## config.mk

```make
export PLATFORM = sky130hd
export DESIGN_NAME = bvcg_guard
export DESIGN_NICKNAME = d
export VERILOG_FILES = /design/src/bvcg_pkg.sv /design/src/bvcg_tick.sv /design/src/bvcg_sync.sv /design/src/bvcg_guard.sv
export VERILOG_INCLUDE_DIRS = /design/src
export SDC_FILE = /design/constraint.sdc
export NUM_CORES = 1
export LEC_CHECK = 0
export BUFFER_PORTS_ARGS = -buffer_cell sky130_fd_sc_hd__buf_4
export CAP_MARGIN = 5
export CORE_MARGIN = 4
export CORE_UTILIZATION = 54
export DETAILED_ROUTE_END_ITERATION = 10
export PLACE_DENSITY_LB_ADDON = 0.12
export SLEW_MARGIN = 20
export SYNTH_ARGS = -nofsm -noshare
export SYNTH_HDL_FRONTEND = slang
export SYNTH_HIERARCHICAL = 1
export SYNTH_SLANG_ARGS = --single-unit
```

## constraint.sdc

```tcl
create_clock -name CLK_IN -period 3.4 [get_ports CLK_IN]
set_clock_uncertainty 0.2 [all_clocks]
set_input_delay 0.17 -clock CLK_IN [delete_from_list [all_inputs] [get_ports CLK_IN]]
set_output_delay 0.17 -clock CLK_IN [all_outputs]
set_load 0.02 [all_outputs]
```

## src/bvcg_defs.svh

```systemverilog
`ifndef BVCG_DEFS_SVH
`define BVCG_DEFS_SVH

// register offsets (word index on the plain port)
`define BVCG_ADDR_W          4
`define BVCG_OFF_UV_LEVEL    4'h0
`define BVCG_OFF_OV_LEVEL    4'h1
`define BVCG_OFF_OV_METHOD   4'h2
`define BVCG_OFF_ACC_LEVEL   4'h3
`define BVCG_OFF_RUN_LEVEL   4'h4
`define BVCG_OFF_RAMP_SEL    4'h5
`define BVCG_OFF_CONTROL     4'h6
`define BVCG_OFF_STATUS      4'h7
`define BVCG_OFF_FAULT       4'h8
`define BVCG_OFF_VOLT_MON    4'h9
`define BVCG_OFF_CURR_MON    4'ha

// control register fields
`define BVCG_CTL_HIGH_CLASS  0
`define BVCG_CTL_AUTO_RST    1
`define BVCG_CTL_FLT_RESET   2

// volts in 0.1 V steps, current in percent of rated
`define BVCG_UV_MIN_LO       16'd1500
`define BVCG_UV_MAX_LO       16'd2200
`define BVCG_UV_DEF_LO       16'd1800
`define BVCG_UV_MIN_HI       16'd3000
`define BVCG_UV_MAX_HI       16'd4400
`define BVCG_UV_DEF_HI       16'd3600
`define BVCG_OV_MAX_LO       16'd4500
`define BVCG_OV_MAX_HI       16'd9000
`define BVCG_OV_DEF_LO       16'd3800
`define BVCG_OV_DEF_HI       16'd7600
`define BVCG_HYST_LO         16'd300
`define BVCG_HYST_HI         16'd600
`define BVCG_CUR_MAX         8'd200
`define BVCG_CUR_DEF         8'd180
`define BVCG_RAMP_SEL_MAX    3'd5

// fault codes
`define BVCG_FC_NONE         8'h00
`define BVCG_FC_UV_ACCEL     8'h0b
`define BVCG_FC_UV_DECEL     8'h0c
`define BVCG_FC_UV_CONST     8'h0d

// sampling period: time and derived cycle count
`define BVCG_CLK_HZ          10000000
`define BVCG_SAMPLE_US       100
`define BVCG_SAMPLE_CYC      ((`BVCG_SAMPLE_US * (`BVCG_CLK_HZ / 1000000)))

`endif

```

## src/bvcg_pkg.sv

```systemverilog
package bvcg_pkg;

    typedef enum logic [2:0] {
        BVCG_RAMP_IDLE  = 3'b001,
        BVCG_RAMP_ACCEL = 3'b010,
        BVCG_RAMP_DECEL = 3'b100
    } bvcg_ramp_type;

    typedef enum logic [3:0] {
        BVCG_ST_STOP    = 4'b0001,
        BVCG_ST_RUN     = 4'b0010,
        BVCG_ST_FAULT   = 4'b0100,
        BVCG_ST_STOP_UV = 4'b1000
    } bvcg_state_type;

    typedef enum logic [1:0] {
        BVCG_ACT_NONE = 2'b00,
        BVCG_ACT_HOLD = 2'b01,
        BVCG_ACT_DOWN = 2'b10,
        BVCG_ACT_REG  = 2'b11
    } bvcg_act_type;

endpackage

```

## src/bvcg_tick.sv

```systemverilog
`timescale 1ns/1ps
`include "bvcg_defs.svh"

// sampling strobe: one pulse per control period
module bvcg_tick
    import bvcg_pkg::*;
(
    // clock and reset
    input  wire logic CLK_IN,
    input  wire logic ARST_N_IN,
    // strobe
    output logic      tick_out
);

    localparam logic [15:0] LAST = 16'(`BVCG_SAMPLE_CYC - 1);

    logic [15:0] cnt_reg;
    logic [15:0] cnt_next;
    logic        wrap;

    assign wrap     = (cnt_reg == LAST);
    assign cnt_next = wrap ? 16'h0000 : cnt_reg + 16'h0001;
    assign tick_out = wrap;

    always_ff @(posedge CLK_IN or negedge ARST_N_IN) begin
        if (!ARST_N_IN) begin
            cnt_reg <= 16'h0000;
        end else begin
            cnt_reg <= cnt_next;
        end
    end

endmodule // bvcg_tick

```

## src/bvcg_sync.sv

```systemverilog
`timescale 1ns/1ps

// two-flop synchroniser, one per bit
module bvcg_sync
    import bvcg_pkg::*;
#(
    parameter int WIDTH = 6
) (
    // clock and reset
    input  wire logic             CLK_IN,
    input  wire logic             ARST_N_IN,
    // levels
    input  wire logic [WIDTH-1:0] d_in,
    output logic      [WIDTH-1:0] q_out
);

    genvar i;
    generate
        for (i = 0; i < WIDTH; i++) begin : g_bit
            logic meta_reg;
            logic sync_reg;
            always_ff @(posedge CLK_IN or negedge ARST_N_IN) begin
                if (!ARST_N_IN) begin
                    meta_reg <= 1'b0;
                    sync_reg <= 1'b0;
                end else begin
                    meta_reg <= d_in[i];
                    sync_reg <= meta_reg;
                end
            end
            assign q_out[i] = sync_reg;
        end
    endgenerate

endmodule // bvcg_sync

```

## src/bvcg_guard.sv

```systemverilog
`timescale 1ns/1ps
`include "bvcg_defs.svh"

// Summary of operation
// settable undervoltage level, range per class
// bus below level: outputs off, coast
// running undervoltage split accel/decel/constant
// running fault latches; auto restart optional
// stopped undervoltage flagged, not logged
// stopped flag clears at level plus margin
// overvoltage threshold range and defaults per class
// zero overvoltage threshold disables stall
// method select: traditional or smart
// traditional: hold frequency while decelerating high
// smart: regulate deceleration to hold bus
// host zeroes threshold with braking resistor
// acceleration current level 0 to 200 percent
// current stall only in V/f mode
// accel over level: hold frequency
// running current level 0 to 200 percent
// constant speed over level: ramp down
// ramp select 0 to 5
// fault codes 11, 12, 13
// compare each period, act next period
// new settings apply next period, faults kept
module bvcg_guard
    import bvcg_pkg::*;
(
    // clock and reset
    input  wire logic                    CLK_IN,
    input  wire logic                    ARST_N_IN,
    // register port
    input  wire logic [`BVCG_ADDR_W-1:0] REG_ADDR_IN,
    input  wire logic [15:0]             REG_WDATA_IN,
    input  wire logic                    REG_WR_IN,
    input  wire logic                    REG_RD_IN,
    output logic      [15:0]             REG_RDATA_OUT,
    // measurements, same clock domain
    input  wire logic [15:0]             BUS_VOLT_IN,
    input  wire logic [7:0]              OUT_CURR_IN,
    // ramp generator status pins
    input  wire logic                    RUN_CMD_IN,
    input  wire logic                    RAMP_ACCEL_IN,
    input  wire logic                    RAMP_DECEL_IN,
    input  wire logic                    VF_MODE_IN,
    input  wire logic                    AT_TARGET_IN,
    // actions toward ramp and inverter
    output logic                         DRIVE_EN_OUT,
    output logic                         RAMP_HOLD_OUT,
    output logic                         RAMP_DOWN_OUT,
    output logic                         DECEL_REG_OUT,
    output logic      [2:0]              STALL_RAMP_SEL_OUT,
    output logic                         UNDERVOLT_STOPPED_OUT,
    output logic                         FAULT_OUT,
    output logic      [7:0]              FAULT_CODE_OUT,
    output logic                         FAULT_LOG_OUT
);

    ////////////////////////////////////////////////////////////////////////////
    // pin synchronisation and sampling strobe

    logic [4:0] pins_sync;
    logic       tick;

    bvcg_sync #(
        .WIDTH (5)
    ) u_sync (
        .CLK_IN    (CLK_IN),
        .ARST_N_IN (ARST_N_IN),
        .d_in      ({RUN_CMD_IN, RAMP_ACCEL_IN, RAMP_DECEL_IN, VF_MODE_IN, AT_TARGET_IN}),
        .q_out     (pins_sync)
    );

    bvcg_tick u_tick (
        .CLK_IN    (CLK_IN),
        .ARST_N_IN (ARST_N_IN),
        .tick_out  (tick)
    );

    logic run_s;
    logic accel_s;
    logic decel_s;
    logic vf_s;
    logic at_tgt_s;

    assign {run_s, accel_s, decel_s, vf_s, at_tgt_s} = pins_sync;

    ////////////////////////////////////////////////////////////////////////////
    // settings registers

    logic [15:0] uv_level_reg;
    logic [15:0] ov_level_reg;
    logic        ov_method_reg;
    logic [7:0]  acc_level_reg;
    logic [7:0]  run_level_reg;
    logic [2:0]  ramp_sel_reg;
    logic        high_class_reg;
    logic        auto_rst_reg;

    logic        wr_uv;
    logic        wr_ov;
    logic        wr_meth;
    logic        wr_acc;
    logic        wr_run;
    logic        wr_sel;
    logic        wr_ctl;
    logic        flt_reset;
    logic        new_high;
    logic [15:0] uv_min;
    logic [15:0] uv_max;
    logic [15:0] ov_max;
    logic        uv_ok;
    logic        ov_ok;
    logic        cur_ok;

    assign wr_uv     = REG_WR_IN && (REG_ADDR_IN == `BVCG_OFF_UV_LEVEL);
    assign wr_ov     = REG_WR_IN && (REG_ADDR_IN == `BVCG_OFF_OV_LEVEL);
    assign wr_meth   = REG_WR_IN && (REG_ADDR_IN == `BVCG_OFF_OV_METHOD);
    assign wr_acc    = REG_WR_IN && (REG_ADDR_IN == `BVCG_OFF_ACC_LEVEL);
    assign wr_run    = REG_WR_IN && (REG_ADDR_IN == `BVCG_OFF_RUN_LEVEL);
    assign wr_sel    = REG_WR_IN && (REG_ADDR_IN == `BVCG_OFF_RAMP_SEL);
    assign wr_ctl    = REG_WR_IN && (REG_ADDR_IN == `BVCG_OFF_CONTROL);
    assign flt_reset = wr_ctl && REG_WDATA_IN[`BVCG_CTL_FLT_RESET];
    assign new_high  = REG_WDATA_IN[`BVCG_CTL_HIGH_CLASS];
    // out-of-range writes are ignored
    assign uv_min = high_class_reg ? `BVCG_UV_MIN_HI : `BVCG_UV_MIN_LO;
    assign uv_max = high_class_reg ? `BVCG_UV_MAX_HI : `BVCG_UV_MAX_LO;
    assign ov_max = high_class_reg ? `BVCG_OV_MAX_HI : `BVCG_OV_MAX_LO;
    assign uv_ok  = (REG_WDATA_IN >= uv_min) && (REG_WDATA_IN <= uv_max);
    assign ov_ok  = (REG_WDATA_IN <= ov_max);
    assign cur_ok = (REG_WDATA_IN <= 16'(`BVCG_CUR_MAX));

    always_ff @(posedge CLK_IN or negedge ARST_N_IN) begin
        if (!ARST_N_IN) begin
            uv_level_reg  <= `BVCG_UV_DEF_LO;
            ov_level_reg  <= `BVCG_OV_DEF_LO;
            ov_method_reg <= 1'b0;
            acc_level_reg <= `BVCG_CUR_DEF;
            run_level_reg <= `BVCG_CUR_DEF;
            ramp_sel_reg  <= 3'h0;
            high_class_reg <= 1'b0;
            auto_rst_reg  <= 1'b0;
        end else begin
            // class change reloads class defaults
            if (wr_ctl && (new_high != high_class_reg)) begin
                uv_level_reg <= new_high ? `BVCG_UV_DEF_HI : `BVCG_UV_DEF_LO;
                ov_level_reg <= new_high ? `BVCG_OV_DEF_HI : `BVCG_OV_DEF_LO;
            end else begin
                if (wr_uv && uv_ok) uv_level_reg <= REG_WDATA_IN;
                if (wr_ov && ov_ok) ov_level_reg <= REG_WDATA_IN;
            end
            if (wr_ctl) high_class_reg <= new_high;
            if (wr_ctl) auto_rst_reg <= REG_WDATA_IN[`BVCG_CTL_AUTO_RST];
            if (wr_meth) ov_method_reg <= REG_WDATA_IN[0];
            if (wr_acc && cur_ok) acc_level_reg <= REG_WDATA_IN[7:0];
            if (wr_run && cur_ok) run_level_reg <= REG_WDATA_IN[7:0];
            if (wr_sel && (REG_WDATA_IN <= 16'(`BVCG_RAMP_SEL_MAX))) begin
                ramp_sel_reg <= REG_WDATA_IN[2:0];
            end
        end
    end

    ////////////////////////////////////////////////////////////////////////////
    // per-period sampling and comparisons

    logic [15:0] volt_reg;
    logic [7:0]  curr_reg;
    logic [15:0] hyst;
    logic [16:0] uv_clear_lvl;
    logic        uv_now;
    logic        uv_recovered;
    logic        ov_en;
    logic        ov_now;
    logic        acc_over;
    logic        run_over;
    bvcg_ramp_type ramp_now;

    assign hyst         = high_class_reg ? `BVCG_HYST_HI : `BVCG_HYST_LO;
    assign uv_clear_lvl = {1'b0, uv_level_reg} + {1'b0, hyst};
    assign uv_now       = (volt_reg < uv_level_reg);
    assign uv_recovered = ({1'b0, volt_reg} > uv_clear_lvl);
    assign ov_en        = (ov_level_reg != 16'h0000);
    assign ov_now       = ov_en && (volt_reg > ov_level_reg);
    assign acc_over     = vf_s && (curr_reg > acc_level_reg);
    assign run_over     = vf_s && (curr_reg > run_level_reg);
    assign ramp_now     = accel_s ? BVCG_RAMP_ACCEL :
                          (decel_s ? BVCG_RAMP_DECEL : BVCG_RAMP_IDLE);

    // samples taken on the strobe; decisions land one period later
    always_ff @(posedge CLK_IN or negedge ARST_N_IN) begin
        if (!ARST_N_IN) begin
            volt_reg <= 16'hffff;
            curr_reg <= 8'h00;
        end else if (tick) begin
            volt_reg <= BUS_VOLT_IN;
            curr_reg <= OUT_CURR_IN;
        end
    end

    ////////////////////////////////////////////////////////////////////////////
    // protection state machine

    bvcg_state_type state_reg;
    bvcg_state_type state_next;
    logic [7:0]     code_reg;
    logic [7:0]     code_next;
    logic           log_reg;
    logic           log_next;
    logic [7:0]     uv_code;

    assign uv_code = (ramp_now == BVCG_RAMP_ACCEL) ? `BVCG_FC_UV_ACCEL :
                     ((ramp_now == BVCG_RAMP_DECEL) ? `BVCG_FC_UV_DECEL :
                      `BVCG_FC_UV_CONST);

    always_comb begin
        state_next = state_reg;
        code_next  = code_reg;
        log_next   = 1'b0;
        unique case (state_reg)
            BVCG_ST_STOP: begin
                if (tick && uv_now) begin
                    state_next = BVCG_ST_STOP_UV;
                end else if (run_s) begin
                    state_next = BVCG_ST_RUN;
                end
            end
            BVCG_ST_RUN: begin
                if (tick && uv_now) begin
                    state_next = BVCG_ST_FAULT;
                    code_next  = uv_code;
                    log_next   = 1'b1;
                end else if (!run_s) begin
                    state_next = BVCG_ST_STOP;
                end
            end
            BVCG_ST_FAULT: begin
                // auto restart needs the bus back above the margin
                if (flt_reset || (auto_rst_reg && tick && uv_recovered)) begin
                    state_next = BVCG_ST_STOP;
                    code_next  = `BVCG_FC_NONE;
                end
            end
            BVCG_ST_STOP_UV: begin
                if (tick && uv_recovered) begin
                    state_next = BVCG_ST_STOP;
                end
            end
            default: begin
                state_next = BVCG_ST_STOP;
            end
        endcase
    end

    always_ff @(posedge CLK_IN or negedge ARST_N_IN) begin
        if (!ARST_N_IN) begin
            state_reg <= BVCG_ST_STOP;
            code_reg  <= `BVCG_FC_NONE;
            log_reg   <= 1'b0;
        end else begin
            state_reg <= state_next;
            code_reg  <= code_next;
            log_reg   <= log_next;
        end
    end

    ////////////////////////////////////////////////////////////////////////////
    // stall actions, updated once per period, cleared at once when not running

    bvcg_act_type act_reg;
    bvcg_act_type act_next;
    logic         running;

    assign running = (state_reg == BVCG_ST_RUN);

    always_comb begin
        act_next = BVCG_ACT_NONE;
        if (running && decel_s && ov_now) begin
            act_next = ov_method_reg ? BVCG_ACT_REG : BVCG_ACT_HOLD;
        end else if (running && accel_s && acc_over) begin
            act_next = BVCG_ACT_HOLD;
        end else if (running && !accel_s && !decel_s && run_over) begin
            act_next = BVCG_ACT_DOWN;
        end
    end

    always_ff @(posedge CLK_IN or negedge ARST_N_IN) begin
        if (!ARST_N_IN) begin
            act_reg <= BVCG_ACT_NONE;
        end else if (tick) begin
            act_reg <= act_next;
        end else if (!running) begin
            act_reg <= BVCG_ACT_NONE;
        end
    end

    ////////////////////////////////////////////////////////////////////////////
    // outputs and read port

    logic [15:0] rdata_reg;
    logic [15:0] rdata_next;
    logic [15:0] status_word;

    assign DRIVE_EN_OUT          = running;
    assign RAMP_HOLD_OUT         = (act_reg == BVCG_ACT_HOLD);
    assign RAMP_DOWN_OUT         = (act_reg == BVCG_ACT_DOWN);
    assign DECEL_REG_OUT         = (act_reg == BVCG_ACT_REG);
    assign STALL_RAMP_SEL_OUT    = ramp_sel_reg;
    assign UNDERVOLT_STOPPED_OUT = (state_reg == BVCG_ST_STOP_UV);
    assign FAULT_OUT             = (state_reg == BVCG_ST_FAULT);
    assign FAULT_CODE_OUT        = code_reg;
    assign FAULT_LOG_OUT         = log_reg;
    assign REG_RDATA_OUT         = rdata_reg;

    assign status_word = {8'h00, at_tgt_s, act_reg, 2'b00, state_reg[3:1]};

    always_comb begin
        unique case (REG_ADDR_IN)
            `BVCG_OFF_UV_LEVEL:  rdata_next = uv_level_reg;
            `BVCG_OFF_OV_LEVEL:  rdata_next = ov_level_reg;
            `BVCG_OFF_OV_METHOD: rdata_next = {15'h0000, ov_method_reg};
            `BVCG_OFF_ACC_LEVEL: rdata_next = {8'h00, acc_level_reg};
            `BVCG_OFF_RUN_LEVEL: rdata_next = {8'h00, run_level_reg};
            `BVCG_OFF_RAMP_SEL:  rdata_next = {13'h0000, ramp_sel_reg};
            `BVCG_OFF_CONTROL:   rdata_next = {14'h0000, auto_rst_reg, high_class_reg};
            `BVCG_OFF_STATUS:    rdata_next = status_word;
            `BVCG_OFF_FAULT:     rdata_next = {8'h00, code_reg};
            `BVCG_OFF_VOLT_MON:  rdata_next = volt_reg;
            `BVCG_OFF_CURR_MON:  rdata_next = {8'h00, curr_reg};
            default:             rdata_next = 16'h0000;
        endcase
    end

    always_ff @(posedge CLK_IN or negedge ARST_N_IN) begin
        if (!ARST_N_IN) begin
            rdata_reg <= 16'h0000;
        end else begin
            rdata_reg <= REG_RD_IN ? rdata_next : 16'h0000;
        end
    end

    ////////////////////////////////////////////////////////////////////////////
    // assertions

    property p_uv_trip;
        @(posedge CLK_IN) disable iff (!ARST_N_IN)
        (running && tick && uv_now) |=> (!DRIVE_EN_OUT && FAULT_OUT);
    endproperty
    a_uv_trip: assert property (p_uv_trip) else $error("no trip on undervoltage");

    property p_uv_code;
        @(posedge CLK_IN) disable iff (!ARST_N_IN)
        (running && tick && uv_now && accel_s) |=> (FAULT_CODE_OUT == 8'h0b);
    endproperty
    a_uv_code: assert property (p_uv_code) else $error("wrong accel fault code");

    property p_fault_latch;
        @(posedge CLK_IN) disable iff (!ARST_N_IN)
        (FAULT_OUT && !auto_rst_reg && !flt_reset) |=> FAULT_OUT;
    endproperty
    a_fault_latch: assert property (p_fault_latch) else $error("fault left alone");

    property p_stop_uv_nolog;
        @(posedge CLK_IN) disable iff (!ARST_N_IN)
        UNDERVOLT_STOPPED_OUT |-> (!FAULT_LOG_OUT && !DRIVE_EN_OUT);
    endproperty
    a_stop_uv_nolog: assert property (p_stop_uv_nolog) else $error("stopped uv logged");

    property p_stop_uv_clear;
        @(posedge CLK_IN) disable iff (!ARST_N_IN)
        (UNDERVOLT_STOPPED_OUT && tick && uv_recovered) |=> !UNDERVOLT_STOPPED_OUT;
    endproperty
    a_stop_uv_clear: assert property (p_stop_uv_clear) else $error("stopped uv stuck");

    property p_ov_off;
        @(posedge CLK_IN) disable iff (!ARST_N_IN)
        (ov_level_reg == 16'h0000) |-> !DECEL_REG_OUT;
    endproperty
    a_ov_off: assert property (p_ov_off) else $error("smart stall with zero level");

    property p_vf_only;
        @(posedge CLK_IN) disable iff (!ARST_N_IN)
        (tick && !vf_s && !(decel_s && ov_now)) |=> (!RAMP_HOLD_OUT && !RAMP_DOWN_OUT);
    endproperty
    a_vf_only: assert property (p_vf_only) else $error("current stall outside vf");

    property p_run_stall;
        @(posedge CLK_IN) disable iff (!ARST_N_IN)
        (tick && running && run_over && !accel_s && !decel_s) |=> RAMP_DOWN_OUT;
    endproperty
    a_run_stall: assert property (p_run_stall) else $error("no ramp down");

    property p_act_stable;
        @(posedge CLK_IN) disable iff (!ARST_N_IN)
        (!$past(tick) && running && $past(running)) |-> $stable(act_reg);
    endproperty
    a_act_stable: assert property (p_act_stable) else $error("action moved mid period");

    c_trip:     cover property (@(posedge CLK_IN) disable iff (!ARST_N_IN) FAULT_LOG_OUT);
    c_stop_uv:  cover property (@(posedge CLK_IN) disable iff (!ARST_N_IN) UNDERVOLT_STOPPED_OUT);
    c_ov_hold:  cover property (@(posedge CLK_IN) disable iff (!ARST_N_IN) RAMP_HOLD_OUT && decel_s);
    c_run_down: cover property (@(posedge CLK_IN) disable iff (!ARST_N_IN) RAMP_DOWN_OUT);

endmodule // bvcg_guard

```

==> results.md <==
- Status: finished with violations
- Failing checks: negative setup slack
- Worst Hold Depth: 4
- CTS tree: done
- Final HPWL DP: roughly 18000 um
- Number of core rows: 45
- Netlist Area Pre-Place: 8493 sq um
- H-tree depth: 4
- Worst-skew pair later-pin latency: ~0.44 ns
- Yosys cell types: 76
- Die Y: between 100 and 150 um
- Die span in x: between 100 and 150 um
- PnR worst setup slack: -0.07129 ns
- Fin area: 10540 sq um
- Inserted Clock Buffers: 17
- Reg power frac: 36.1%
- Worst-Margin Slew: 0.8674 ns
- Routability cong.: roughly 0.95
- Power per Cell Area: 506.7 nW/um^2
- Fin crit period: 3.471 ns
- I/O pin count: 87
- Largest net degree at the start of global routing: 67
- First-pass GRT wire length: roughly 41000 um
- Slew Limit Fails: 0
- Area of the multi-input gates: roughly 4800 sq um
- Clk sink count: 131
- P_leak: 4.920 nW
- DRC Markers: 0
- Worst Hold Class: primary input to flop
- Ys Warns: 6
- Vias in the first global route: 7600
- RSZ-0062 raised after global routing: yes
- Number of max-cap violations: 0
- Tot GR Track Use: ~30%
- Post-Syn Area per Cell: 9.751 sq um
- Synthesized flop and latch total: between 100 and 150
- Max Clk Rate: about 0.29 GHz
- Initial core utilization: a little under three fifths
- Startpoint types: flop
- Kind of cell adding the most delay to the critical path: compound AO/OA/AOI/OAI gates
- WP data required: 3.58 ns
- Internal power: between 0.003 and 0.004 W
- Routed via count: between 7000 and 8000
- Crit path launch: high_class_reg
- VDD IR-drop max: 0.4310 mV
- Core Util, Final: between 60% and 70%
- Wire length per cell: approximately 21 um
- Core area: between 15000 and 20000 sq um
- Async S/R FF share, synth: 100.0%
- Clk pwr share: between 30% and 40%
- CP max stage delay: approximately 0.40 ns
- Crit share post-route: 102.1%
- Critical-path top delay cell: dfrtp_2
- Cell Area, Placed: between 9000 and 10000 sq um
- Fillers: around 1200
- Most used DFF post-synth: dfrtp_1
- Reg area: between 3000 and 4000 sq um
- CP Class: flop to flop
- Initial antenna violation count: 0
- Critical hold path startpoint: REG_ADDR_IN[2]
- RR Startpoint: high_class_reg
- EDFF count, synth: 0
- DR vias/cell: roughly 6.1
- Clk buf depth: 2
- Layout Nets: 1146
- Worst rel slew slack: between 40% and 50%
- Critical Path Most Common Cell: ha_4
- Root Buffer: clkbuf_16
- Buffers and inverters on the worst path: 3
- GR Overflow Total: 0
- Worst path depth: 17
- Routed WL: between 20000 and 30000 um
- Area Overhead vs Synth: 24.06%
- Sequential area share after synthesis: 39.13%
- Combinational fraction of design power: about 28%
- NetSw: about 0.0018 W
- Worst path arrival time: approximately 3.7 ns
- Critical Path, Cell by Cell: clkinvlp_4 -> ha_4 -> inv_2 -> ha_4 -> nor2b_2 -> o31a_1 -> o41ai_4 -> buf_4 -> nor3_2 -> xnor2_1 -> ha_1 -> nand4_1 -> nor3_4 -> a21oi_4 -> o2111ai_4 -> o21ai_2 -> and4_1
- Die Area: between 15000 and 20000 sq um
- # diodes: 0
- Worst-path maximum fanout: 5
- Final Hold Vio Count: 0
- Worst-path clk slew: around 0.060 ns
- Final setup vio count: 6
- Sw Share: between 30% and 40%
- Cells after Synth: approximately 870
- Worst Reg-to-Reg Cells: 17
- Drt first pass iters: 6
- Post-DRT Antenna Nets: 0
- Buffers on Ports: 82
- DRT iter0 DRCs: 760
- Worst setup EP type: flop
- Proportion of layout cells with a drive suffix above 1: 24.19%
[synth_stat cells, drive strengths merged, types with 4 or more instances]
master / count / area, sq um
a2111oi: 5 / 43.79
a211oi: 11 / 82.58
a21o: 9 / 67.56
a21oi: 33 / 176.4
a221oi: 4 / 35.03
a222oi: 9 / 90.09
a22o: 4 / 35.03
a22oi: 9 / 81.33
a31oi: 9 / 56.30
and2: 8 / 50.05
and3: 7 / 43.79
buf: 25 / 188.9
clkbuf: 17 / 63.81
dfrtp: 95 / 2377
dfstp: 36 / 945.9
ha: 85 / 1064
inv: 66 / 247.7
mux2: 31 / 349.1
mux2i: 15 / 150.1
nand2: 69 / 261.5
nand2b: 6 / 37.54
nand3: 29 / 145.1
nand3b: 5 / 37.54
nand4: 31 / 215.2
nor2: 53 / 203.9
nor2b: 13 / 81.33
nor3: 28 / 176.4
nor4: 10 / 93.84
o2111ai: 4 / 35.03
o211ai: 13 / 97.59
o21a: 6 / 45.04
o21ai: 50 / 250.2
o21bai: 4 / 30.03
o31ai: 8 / 60.06
or3: 4 / 25.02
xnor2: 14 / 122.6
xor2: 9 / 78.83
[cell type report]
| class | instances | share of cell area (%) |
|---|---|---|
| clock inverters | 12 | 1.378 |
| well taps | 211 | 2.506 |
| multi-input cells | 635 | 45.30 |
| clock buffers | 20 | 4.429 |
| inverters | 66 | 2.387 |
| flip-flops and latches | 131 | 31.55 |
| repair buffers | 157 | 12.45 |
[cells by family after synthesis]
group / count (synthesis) / synth area share, %
flip-flops: 131 / 39.13
buffers and inverters: 108 / 5.893
multiplexers: 46 / 5.878
other: 1 / 0.04415
adder cells (fa/ha/maj): 85 / 12.52
XOR/XNOR: 23 / 2.372
AO/OA/AOI/OAI: 200 / 16.56
AND/OR/NAND/NOR: 277 / 17.60
[cells in the final DEF (no fill, tap or decap), drive strengths merged, types with 28 or more instances in the layout]
cell         count
dfrtp           95
ha              85
nor2            53
inv             69
nand4           31
a21oi           33
dfstp           36
mux2            31
nand3           29
buf            109
nor3            28
nand2           69
o21ai           50
dlygate4sd3     48
[worst paths after layout]
check                                      endpoint  slack (ns)
min reg2reg                u_sync/g_bit[1].sync_reg        0.15
min                                REG_RDATA_OUT[5]        0.04
min in group asynchronous         REG_RDATA_OUT[11]        0.18
max reg2reg                            state_reg[0]       -0.07
max                                    state_reg[0]       -0.07
max in group asynchronous              volt_reg[14]        1.95
[layer usage]
layer / share of wire (%) / routed length, um / vias to the layer above / track usage, %
met5: 0 / 0 / - / 0
met4: 3.1 / 786 / 0 / 10.63
met1: 42 / 10870 / 3735 / 37.81
li1: - / - / 3480 / -
met3: 5.9 / 1523 / 70 / 5.929
met2: 49 / 12480 / 291 / 48.65
[worst reg2reg max path, stage by stage (launching register included)]
cell and delay [ns]:
dfrtp_2 0.40, clkinvlp_4 0.14, ha_4 0.18, inv_2 0.06, ha_4 0.13, nor2b_2 0.05
o31a_1 0.29, o41ai_4 0.20, buf_4 0.18, nor3_2 0.05, xnor2_1 0.22, ha_1 0.29
nand4_1 0.17, nor3_4 0.07, a21oi_4 0.18, o2111ai_4 0.18, o21ai_2 0.22, and4_1 0.21
[metrics by stage]
| stage | setup slack [ns] | TNS [ns] | total power (W) | hold WS (ns) | cells |
|---|---|---|---|---|---|
| final | -0.07129 | -0.2499 | 0.005339 | 0.03571 | 1232 |
| after floorplan | -0.03450 | -0.08774 | 0.002759 | -0.3256 | 874 |
| after CTS | -0.2479 | -1.507 | 0.005291 | 0.02218 | 1231 |
| after global routing | -0.2575 | -1.413 | 0.005586 | 0.07508 | 1232 |
| after global placement | 0.04738 | 0 | 0.003226 | 0.07903 | 1144 |
| after detailed placement | -0.1418 | -0.7695 | 0.003284 | 0.08061 | 1144 |
[power groups by stage]
stage	Sequential (W)	Combinational, W	Clock [W]
floorplan	0.00190	0.000855	0
global placement	0.00194	0.00128	0
detailed placement	0.00194	0.00134	0
CTS	0.00192	0.00146	0.00192
global route	0.00194	0.00165	0.00199
finish	0.00193	0.00150	0.00191
[what timing repair did]
item                                    CTS  global route
endpoints found under the hold margin   133             0
setup buffers                             7             1
resized for setup                         3             6
hold buffers                             48             0
endpoints found under the setup margin    7             7
cloned                                    0             0
pin swaps                                17            13
Note: power is estimated with default switching activity, not from simulation.
